**src/design/emc_consts.svh**
```systemverilog
/*
 * constants of the controller: map, widths, boot codes.
 * assumes inclusion by bare name.
 */
`ifndef EMC_CONSTS_SVH
`define EMC_CONSTS_SVH

`define EMC_BANK_LOG2      27
`define EMC_SPACE_LOG2     30
`define EMC_BANK6_BASE     32'h3000_0000
`define EMC_SIZE_MIN_LOG2  21
`define EMC_SIZE_CODE_MAX  3'h6
`define EMC_W8             2'h0
`define EMC_W16            2'h1
`define EMC_W32            2'h2
`define EMC_BOOT_NAND      2'h0
`define EMC_BOOT_ROM16     2'h1
`define EMC_BOOT_ROM32     2'h2
`define EMC_BOOT_TEST      2'h3
`define EMC_SYNC_SETTLE    2'h3

`endif

```
**src/design/emc_pkg.sv**
```systemverilog
/*
 * types of the controller.
 * assumes emc_consts.svh for numbers.
 */
package emc_pkg;

    typedef enum logic [3:0] {
        ST_IDLE   = 4'h1,
        ST_ACCESS = 4'h2,
        ST_WAIT   = 4'h4,
        ST_HOLD   = 4'h8
    } state_t;

    typedef struct packed {
        state_t      state;
        logic [1:0]  settle;
        logic        boot_done;
        logic [1:0]  boot_bank_width_status;
        logic [3:0]  count;
        logic        is_write;
        logic        wait_on;
        logic [7:0]  bank_chip_select_n;
        logic        read_strobe_n;
        logic        write_strobe_n;
        logic [26:0] mem_addr;
        logic [1:0]  sdram_bank_addr;
        logic [31:0] mem_data_out;
        logic        addr_oe;
        logic        ctrl_oe;
        logic        data_oe;
        logic        bus_hold_grant_n;
        logic        req_ready;
        logic        req_done;
        logic        req_error;
        logic [31:0] req_rdata;
        logic        sdram_cke;
        logic        sdram_self_refresh;
    } ctrl_t;

endpackage : emc_pkg

```
**src/design/emc_decode.sv**
```systemverilog
/*
 * address decode: bank select, address shift, sdram bank bits.
 * assumes size code 0..6 for 2 MB .. 128 MB.
 */
`timescale 1ns/1ps
`include "emc_consts.svh"
module emc_decode (
    input  wire logic [31:0] addr,
    input  wire logic [2:0]  size_code,
    input  wire logic [15:0] bank_width,
    input  wire logic [1:0]  boot_width,
    input  wire logic        sdram_four_banks,
    output logic [2:0]  bank,
    output logic        hit,
    output logic [1:0]  width,
    output logic [26:0] mem_addr,
    output logic [1:0]  sdram_bank_addr
);
    logic [29:0] upper_off;
    logic [29:0] size_bytes;
    logic [26:0] off;
    logic [4:0]  top;
    logic [2:0]  code;

    always_comb begin
        code       = (size_code > `EMC_SIZE_CODE_MAX) ? `EMC_SIZE_CODE_MAX : size_code;
        upper_off  = addr[29:0] - 30'(`EMC_BANK6_BASE);
        size_bytes = 30'h20_0000 << code;
        bank       = addr[29:27];
        hit        = (addr[31:30] == 2'h0);
        off        = addr[26:0];
        if (addr[29:28] == 2'h3) begin
            if (upper_off < size_bytes) begin
                bank = 3'h6;
            end else if (upper_off < (size_bytes << 1)) begin
                bank = 3'h7;
            end else begin
                hit = 1'b0;
            end
            off = upper_off[26:0] & (size_bytes[26:0] - 27'h1);
        end
        // bank 0 only knows 16 or 32 bits
        width = (bank == 3'h0) ? boot_width : bank_width[2*bank +: 2];
        if (width == 2'h3) begin
            width = `EMC_W32;
        end
        unique case (width)
            `EMC_W8:  mem_addr = off;
            `EMC_W16: mem_addr = {1'b0, off[26:1]};
            default:  mem_addr = {2'h0, off[26:2]};
        endcase
        top = 5'(`EMC_SIZE_MIN_LOG2 - 1) + {2'h0, code};
        sdram_bank_addr = sdram_four_banks ? {off[top], off[top - 5'h1]}
                                           : {1'b0, off[top]};
    end
endmodule : emc_decode

```
**src/design/emc_sync.sv**
```systemverilog
/*
 * two flop synchroniser for pins.
 * assumes one clock, synchronous active-low reset.
 */
`timescale 1ns/1ps
module emc_sync #(
    parameter int          WIDTH = 1,
    parameter logic [WIDTH-1:0] INIT = '0
) (
    input  wire logic             clk,
    input  wire logic             reset_n,
    input  wire logic [WIDTH-1:0] pin,
    output logic      [WIDTH-1:0] synced
);
    logic [WIDTH-1:0] stage1;

    // stage1 feeds only the second flop
    always_ff @(posedge clk) begin
        if (!reset_n) begin
            stage1 <= INIT;
            synced <= INIT;
        end else begin
            stage1 <= pin;
            synced <= stage1;
        end
    end
endmodule : emc_sync

```
**src/design/external_memory_controller.sv**
```systemverilog
/*
 * external memory controller: decode, static access cycle with
 * wait stretching, bus hold, boot bank width, sdram
 * power states.
 * assumes one 20 MHz bus clock; pins resolved outside from the
 * output enables; configuration is plain levels.
 */
// How it works
// eight banks of 128 MB, 1 GB total
// banks 8/16/32 bit, bank zero 16/32
// six static banks, two upper may be sdram
// bank six at 0x3000_0000, seven follows it
// banks six and seven share one size
// software selects little or big endian
// sdram self-refresh and power-down supported
// bank zero width caught from boot pins
// boot pins: nand, rom16, rom32, test
// address shifted by bus width
// sdram bank bits are top range bits
// wait low stretches read strobe when enabled
// wait sampled from one clock before end
// strobe ends clock after wait seen high
// write strobe stretched same as read
// hold request answered by grant low
// grant low floats address, data, controls
// request released, grant released, bus driven
// external master drives bus only when granted
// per-bank wait enable bit
// bank zero width readable from boot pins
// all counts in bus clock cycles
`timescale 1ns/1ps
`include "emc_consts.svh"
module external_memory_controller (
    input  wire logic        clk,
    input  wire logic        reset_n,
    input  wire logic        req_valid,
    input  wire logic        req_write,
    input  wire logic [31:0] req_addr,
    input  wire logic [31:0] req_wdata,
    output logic             req_ready,
    output logic             req_done,
    output logic             req_error,
    output logic [31:0]      req_rdata,
    input  wire logic [15:0] bank_width,
    input  wire logic [7:0]  bank_wait_enable,
    input  wire logic [31:0] bank_access_cycles,
    input  wire logic [2:0]  bank67_size,
    input  wire logic [1:0]  bank67_is_sdram,
    input  wire logic        sdram_four_banks,
    input  wire logic        big_endian,
    input  wire logic        self_refresh_req,
    input  wire logic        power_down_req,
    input  wire logic [1:0]  boot_mode_pins,
    input  wire logic        ext_wait_n,
    input  wire logic        bus_hold_request_n,
    input  wire logic [31:0] mem_data_in,
    output logic [7:0]       bank_chip_select_n,
    output logic             read_strobe_n,
    output logic             write_strobe_n,
    output logic [26:0]      mem_addr,
    output logic [1:0]       sdram_bank_addr,
    output logic [31:0]      mem_data_out,
    output logic             addr_oe,
    output logic             ctrl_oe,
    output logic             data_oe,
    output logic             bus_hold_grant_n,
    output logic [1:0]       boot_bank_width_status,
    output logic             sdram_cke,
    output logic             sdram_self_refresh
);

    ////////////////////////////////////////////////////////////////////////////
    // pin synchronisers

    logic [1:0] boot_sync;
    logic       wait_sync_n;
    logic       hold_req_sync_n;

    emc_sync #(.WIDTH(2), .INIT(2'h0)) u_boot_sync (
        .clk     (clk),
        .reset_n (reset_n),
        .pin     (boot_mode_pins),
        .synced  (boot_sync)
    );

    emc_sync #(.WIDTH(1), .INIT(1'b1)) u_wait_sync (
        .clk     (clk),
        .reset_n (reset_n),
        .pin     (ext_wait_n),
        .synced  (wait_sync_n)
    );

    emc_sync #(.WIDTH(1), .INIT(1'b1)) u_hold_sync (
        .clk     (clk),
        .reset_n (reset_n),
        .pin     (bus_hold_request_n),
        .synced  (hold_req_sync_n)
    );

    ////////////////////////////////////////////////////////////////////////////
    // decode

    emc_pkg::ctrl_t r;
    emc_pkg::ctrl_t next_r;

    logic [2:0]  dec_bank;
    logic        dec_hit;
    logic [1:0]  dec_width;
    logic [26:0] dec_mem_addr;
    logic [1:0]  dec_sdram_bank;
    logic [1:0]  boot_width;

    // nand and test boots run bank zero at 16 bit
    assign boot_width = (r.boot_bank_width_status == `EMC_BOOT_ROM32) ? `EMC_W32
                                                                     : `EMC_W16;

    emc_decode u_decode (
        .addr             (req_addr),
        .size_code        (bank67_size),
        .bank_width       (bank_width),
        .boot_width       (boot_width),
        .sdram_four_banks (sdram_four_banks),
        .bank             (dec_bank),
        .hit              (dec_hit),
        .width            (dec_width),
        .mem_addr         (dec_mem_addr),
        .sdram_bank_addr  (dec_sdram_bank)
    );

    function automatic logic [31:0] swap32(input logic [31:0] d, input logic en);
        swap32 = en ? {d[7:0], d[15:8], d[23:16], d[31:24]} : d;
    endfunction : swap32

    logic [3:0] tacc;
    logic       sdram_bank;
    logic       low_power;

    assign tacc       = bank_access_cycles[4*dec_bank +: 4];
    assign sdram_bank = dec_bank[2] & dec_bank[1] & bank67_is_sdram[dec_bank[0]];
    assign low_power  = self_refresh_req | power_down_req;

    ////////////////////////////////////////////////////////////////////////////
    // next state

    always_comb begin
        next_r           = r;
        next_r.req_done  = 1'b0;
        next_r.req_error = 1'b0;

        // boot pins settle before capture
        if (!r.boot_done) begin
            if (r.settle == `EMC_SYNC_SETTLE) begin
                next_r.boot_bank_width_status = boot_sync;
                next_r.boot_done              = 1'b1;
            end else begin
                next_r.settle = r.settle + 2'h1;
            end
        end

        unique case (r.state)
            emc_pkg::ST_IDLE: begin
                next_r.sdram_cke          = ~low_power;
                next_r.sdram_self_refresh = self_refresh_req;
                next_r.req_ready          = r.boot_done & hold_req_sync_n & ~low_power;
                if (!hold_req_sync_n) begin
                    next_r.state            = emc_pkg::ST_HOLD;
                    next_r.bus_hold_grant_n = 1'b0;
                    next_r.addr_oe          = 1'b0;
                    next_r.ctrl_oe          = 1'b0;
                    next_r.data_oe          = 1'b0;
                    next_r.req_ready        = 1'b0;
                end else if (req_valid && r.req_ready) begin
                    next_r.req_ready = 1'b0;
                    if (!dec_hit) begin
                        next_r.req_done  = 1'b1;
                        next_r.req_error = 1'b1;
                    end else begin
                        next_r.state                        = emc_pkg::ST_ACCESS;
                        next_r.count                        = (tacc == 4'h0) ? 4'h1 : tacc;
                        next_r.is_write                     = req_write;
                        next_r.wait_on                      = bank_wait_enable[dec_bank];
                        next_r.mem_addr                     = dec_mem_addr;
                        next_r.sdram_bank_addr              = sdram_bank ? dec_sdram_bank
                                                                         : 2'h0;
                        next_r.bank_chip_select_n           = 8'hFF;
                        next_r.bank_chip_select_n[dec_bank] = 1'b0;
                        next_r.read_strobe_n                = req_write;
                        next_r.write_strobe_n               = ~req_write;
                        next_r.mem_data_out                 = swap32(req_wdata, big_endian);
                        next_r.data_oe                      = req_write;
                    end
                end
            end
            emc_pkg::ST_ACCESS: begin
                next_r.count = r.count - 4'h1;
                // wait looked at from last counted clock
                if (r.count == 4'h1) begin
                    if (r.wait_on && !wait_sync_n) begin
                        next_r.state = emc_pkg::ST_WAIT;
                    end else begin
                        next_r.state = emc_pkg::ST_IDLE;
                    end
                end
            end
            emc_pkg::ST_WAIT: begin
                if (wait_sync_n) begin
                    next_r.state = emc_pkg::ST_IDLE;
                end
            end
            emc_pkg::ST_HOLD: begin
                // far master owns the bus
                if (hold_req_sync_n) begin
                    next_r.state            = emc_pkg::ST_IDLE;
                    next_r.bus_hold_grant_n = 1'b1;
                    next_r.addr_oe          = 1'b1;
                    next_r.ctrl_oe          = 1'b1;
                end
            end
        endcase

        // access end: strobes and select drop
        if ((r.state == emc_pkg::ST_ACCESS && next_r.state == emc_pkg::ST_IDLE) ||
            (r.state == emc_pkg::ST_WAIT && next_r.state == emc_pkg::ST_IDLE)) begin
            next_r.bank_chip_select_n = 8'hFF;
            next_r.read_strobe_n      = 1'b1;
            next_r.write_strobe_n     = 1'b1;
            next_r.data_oe            = 1'b0;
            next_r.req_done           = 1'b1;
            // read data taken at strobe end
            if (!r.is_write) begin
                next_r.req_rdata = swap32(mem_data_in, big_endian);
            end
        end
    end

    ////////////////////////////////////////////////////////////////////////////
    // state register

    always_ff @(posedge clk) begin
        if (!reset_n) begin
            r.state                  <= emc_pkg::ST_IDLE;
            r.settle                 <= 2'h0;
            r.boot_done              <= 1'b0;
            r.boot_bank_width_status <= 2'h0;
            r.count                  <= 4'h0;
            r.is_write               <= 1'b0;
            r.wait_on                <= 1'b0;
            r.bank_chip_select_n     <= 8'hFF;
            r.read_strobe_n          <= 1'b1;
            r.write_strobe_n         <= 1'b1;
            r.mem_addr               <= 27'h0;
            r.sdram_bank_addr        <= 2'h0;
            r.mem_data_out           <= 32'h0;
            r.addr_oe                <= 1'b1;
            r.ctrl_oe                <= 1'b1;
            r.data_oe                <= 1'b0;
            r.bus_hold_grant_n       <= 1'b1;
            r.req_ready              <= 1'b0;
            r.req_done               <= 1'b0;
            r.req_error              <= 1'b0;
            r.req_rdata              <= 32'h0;
            r.sdram_cke              <= 1'b1;
            r.sdram_self_refresh     <= 1'b0;
        end else begin
            r <= next_r;
        end
    end

    assign req_ready              = r.req_ready;
    assign req_done               = r.req_done;
    assign req_error              = r.req_error;
    assign req_rdata              = r.req_rdata;
    assign bank_chip_select_n     = r.bank_chip_select_n;
    assign read_strobe_n          = r.read_strobe_n;
    assign write_strobe_n         = r.write_strobe_n;
    assign mem_addr               = r.mem_addr;
    assign sdram_bank_addr        = r.sdram_bank_addr;
    assign mem_data_out           = r.mem_data_out;
    assign addr_oe                = r.addr_oe;
    assign ctrl_oe                = r.ctrl_oe;
    assign data_oe                = r.data_oe;
    assign bus_hold_grant_n       = r.bus_hold_grant_n;
    assign boot_bank_width_status = r.boot_bank_width_status;
    assign sdram_cke              = r.sdram_cke;
    assign sdram_self_refresh     = r.sdram_self_refresh;

endmodule : external_memory_controller

```
**config.mk**
```make
export PLATFORM = sky130hd
export DESIGN_NAME = external_memory_controller
export DESIGN_NICKNAME = d
export VERILOG_FILES = /design/src/design/emc_pkg.sv /design/src/design/emc_decode.sv /design/src/design/emc_sync.sv /design/src/design/external_memory_controller.sv
export VERILOG_INCLUDE_DIRS = /design/src /design/src/design
export SDC_FILE = /design/constraint.sdc
export NUM_CORES = 1
export LEC_CHECK = 0
export ABC_AREA = 1
export BUFFER_PORTS_ARGS = -buffer_cell sky130_fd_sc_hd__buf_2
export CAP_MARGIN = 20
export CORE_ASPECT_RATIO = 0.8
export CORE_MARGIN = 3
export CORE_UTILIZATION = 50
export DETAILED_ROUTE_END_ITERATION = 16
export GPL_ROUTABILITY_DRIVEN = 0
export MAX_ROUTING_LAYER = met4
export PLACE_DENSITY = 0.76
export SLEW_MARGIN = 20
export SYNTH_ARGS = -nofsm -noshare
export SYNTH_HDL_FRONTEND = slang
export SYNTH_SLANG_ARGS = --single-unit
```
**constraint.sdc**
```tcl
create_clock -name clk -period 3.09 [get_ports clk]
set_input_delay 0 -clock clk [delete_from_list [all_inputs] [get_ports clk]]
set_output_delay 0 -clock clk [all_outputs]
set_load 0.02 [all_outputs]
```
==> metrics.cfg <==
[outcome]
status=completed

[drt]
first_pass_iters=6
wirelength_mm=24.9
antenna_left=0
drc=0
wire_per_inst_um=14.4
drt_iter0_drc=528
dr_total_vias=9159
routed_via_density=5.28

[synthesis]
synth_enable_flop_cells=0
yosysSeqAreaShare=0.327
synth_area_leader_cell=dfxtp_1
syn_area_per_cell_um2=6.75
yosys_warnings=0
synthTopCellsByCount=nand2_1, dfxtp_1, o21ai_0
post-synth-top-count-cell=nand2_1
async_flop_share=0
synth_area_leaders=dfxtp_1, nand2_1, buf_4
synth_cell_types=44
netlist_instances=1204
synth_top_area_frac=0.327
syn_area_um2=8130
synth_seq_cells=133
syn-num-nets=1399
synthFlopType=dfxtp_1

[final_layout]
diodes=0
layout.cells.non_filler=1736
final_nets=1704
drive_above_1_share=0.259
fillers=1278
fin_area_um2=11100
multi_input_area_um2=4160
syn2layout_area_growth_pct=37.1
regArea_um2=2660

[cts]
cts_tree=done
htree_levels=4
cts_sinks=133
insertion_delay_ns=0.40
cts_root_buf=clkbuf_16
cts_made_buffers=17
clk_pin_slew_ns=0.06
clock_path_buffers=2

[global_routing]
grt_max_degree=65
gr-total-overflow=0
track_usage=0.269
first_global_vias=8516
antenna_found_initial=0
grt_pass1_wl_mm=39.3

[job]
cap_violations=0

[setup_path]
cp_max_fo=10
crit_path_start_kind=input pin
worstPathRequired_ns=3.43
arrival_ns=3.27
path_class=in2reg
crit_path_end_kind=flop

[power]
seqPwrFrac=0.373
swShare=0.274
internal_power_w=0.00346
p_leak_nw=5.58
vdd_drop_max_v=0.000386
switching_power_w=0.00130
power_density_nw_per_um2=427
clkPwrFrac=0.430
pwr-share-comb=0.197

[placement]
pre_cts_ws_ns=0.135
dp_hpwl_mm=15.7
place_area_um2=8830
portBuffers=282
placed_cells=1547

[sta]
finalMaxSlewViolations=0
fin_ws_ns=0.156
min_period_ns=2.93
worst_pin_slew_ns=1.05
fin_setup_tns_ns=0
fin_worst_skew_ns=0.0118
maxSlewHeadroom=0.298
setup_violations=0
fmax_mhz=341
fin_crit_sh=0.949
hold_viol_final=0

[floorplanning]
num_rows=41
start_util=0.513
core_um2=15900
die_h_um=120
dieArea_um2=17800
num_io_pins=283
die_w_um=149

[worst_hold_path]
min_path_type=in2reg

cell type report:
cell class	count	share of cell area
multi-input cells	831	0.373
repair buffers	455	0.285
flip-flops and latches	133	0.239
clock buffers	20	0.0401
inverters	71	0.0253
well taps	215	0.0241
clock inverters	11	0.0137
worst paths after layout:
check	start	to	slack [ns]	cells past startpoint
setup / recovery	bank67_size[0]	mem_addr[0]$_SDFFE_PN0P_	0.16	25
hold / removal	req_addr[30]	req_error$_SDFF_PN0_	0.07	5
setup reg to reg	r[125]$_SDFF_PN0_	req_rdata[12]$_SDFFE_PN0P_	0.33	15
hold reg to reg	u_boot_sync.stage1[0]$_SDFF_PN0_	u_boot_sync.synced[0]$_SDFF_PN0_	0.41	2
repair_timing:
item                                   CTS  global route
hold buffers                           139             0
gates resized for setup                  0            38
buffers inserted                         0            16
endpoints found under the hold margin   98             0
setup endpoints to repair                0            46
cells by family after synthesis:
group	count (synthesis)	share of synthesized area
AO/OA/AOI/OAI	252	0.175
adder cells (fa/ha/maj)	26	0.0400
buffers and inverters	241	0.171
flip-flops	133	0.327
AND/OR/NAND/NOR	552	0.287
per-layer routing:
| metal | routed length [µm] | part of all wire | vias to the layer above | global-route usage |
|---|---|---|---|---|
| met4 | 788 | 0.032 | 0 | 0.100 |
| met2 | 11800 | 0.47 | 425 | 0.432 |
| met3 | 1790 | 0.072 | 68 | 0.0404 |
| met5 | 0 | 0 | - | - |
| li1 | - | - | 4495 | - |
| met1 | 10500 | 0.42 | 4171 | 0.346 |
metrics by stage:
| step | hold WS [ns] | power (W) | util |
|---|---|---|---|
| 2_1_floorplan | 0.0976 | 0.00232 | - |
| 3_3_place_gp | 0.182 | 0.00253 | 0.557 |
| 3_5_place_dp | 0.186 | 0.00254 | 0.557 |
| 4_1_cts | 0.0387 | 0.00471 | 0.683 |
| 5_1_grt | 0.0915 | 0.00498 | 0.703 |
| 6_report | 0.0736 | 0.00476 | 0.703 |
critical path, stage by stage:
cell and delay (ns):
clkbuf_4 0.15, clkinvlp_4 0.18, nor2_4 0.17, nand2_1 0.09, ha_1 0.30, nand2_1 0.08
inv_1 0.05, nand2_1 0.07, nor2_2 0.04, nor2_2 0.10, nand3_2 0.10, nand2_4 0.18
buf_4 0.14, nand3_1 0.10, nand3_1 0.13, nand2_1 0.07, nand2_1 0.07, nand2_2 0.11
nor2_4 0.14, buf_6 0.15, nand2_1 0.06, nand2_1 0.06, nor2_1 0.04, dlygate4sd3_1 0.55
nor2_1 0.09
power groups by stage:
stage / registers (W) / clock network, W / logic [W]
finish: 0.00178 / 0.00205 / 0.000938
floorplan: 0.00181 / 0 / 0.000508
detailed placement: 0.00181 / 0 / 0.000730
global placement: 0.00181 / 0 / 0.000714
global route: 0.00178 / 0.00216 / 0.00104
CTS: 0.00177 / 0.00208 / 0.000862
state kept, by name, indices dropped and copies added (netlist names), 2 cells and up:
register and count:
bank_chip_select_n 8, mem_addr 27, boot_bank_width_status 2, req_rdata 32, u_boot_sync.synced 2, mem_data_out 32
r 13, sdram_bank_addr 2, u_boot_sync.stage1 2
placed cells by master, fill, tap and decap left out, types with 6 or more instances in the layout:
| master | count |
|---|---|
| nand3_1 | 67 |
| a31oi_1 | 65 |
| buf_4 | 24 |
| inv_2 | 6 |
| nor2_4 | 6 |
| clkbuf_16 | 19 |
| nand2_2 | 9 |
| buf_2 | 279 |
| nand4_1 | 7 |
| a21oi_1 | 37 |
| ha_1 | 25 |
| nand2_1 | 340 |
| inv_1 | 61 |
| o21ai_0 | 121 |
| dfxtp_1 | 133 |
| nor3_1 | 8 |
| dlygate4sd3_1 | 139 |
| nor2_1 | 91 |
No activity file was read; power rests on OpenSTA's default activity.
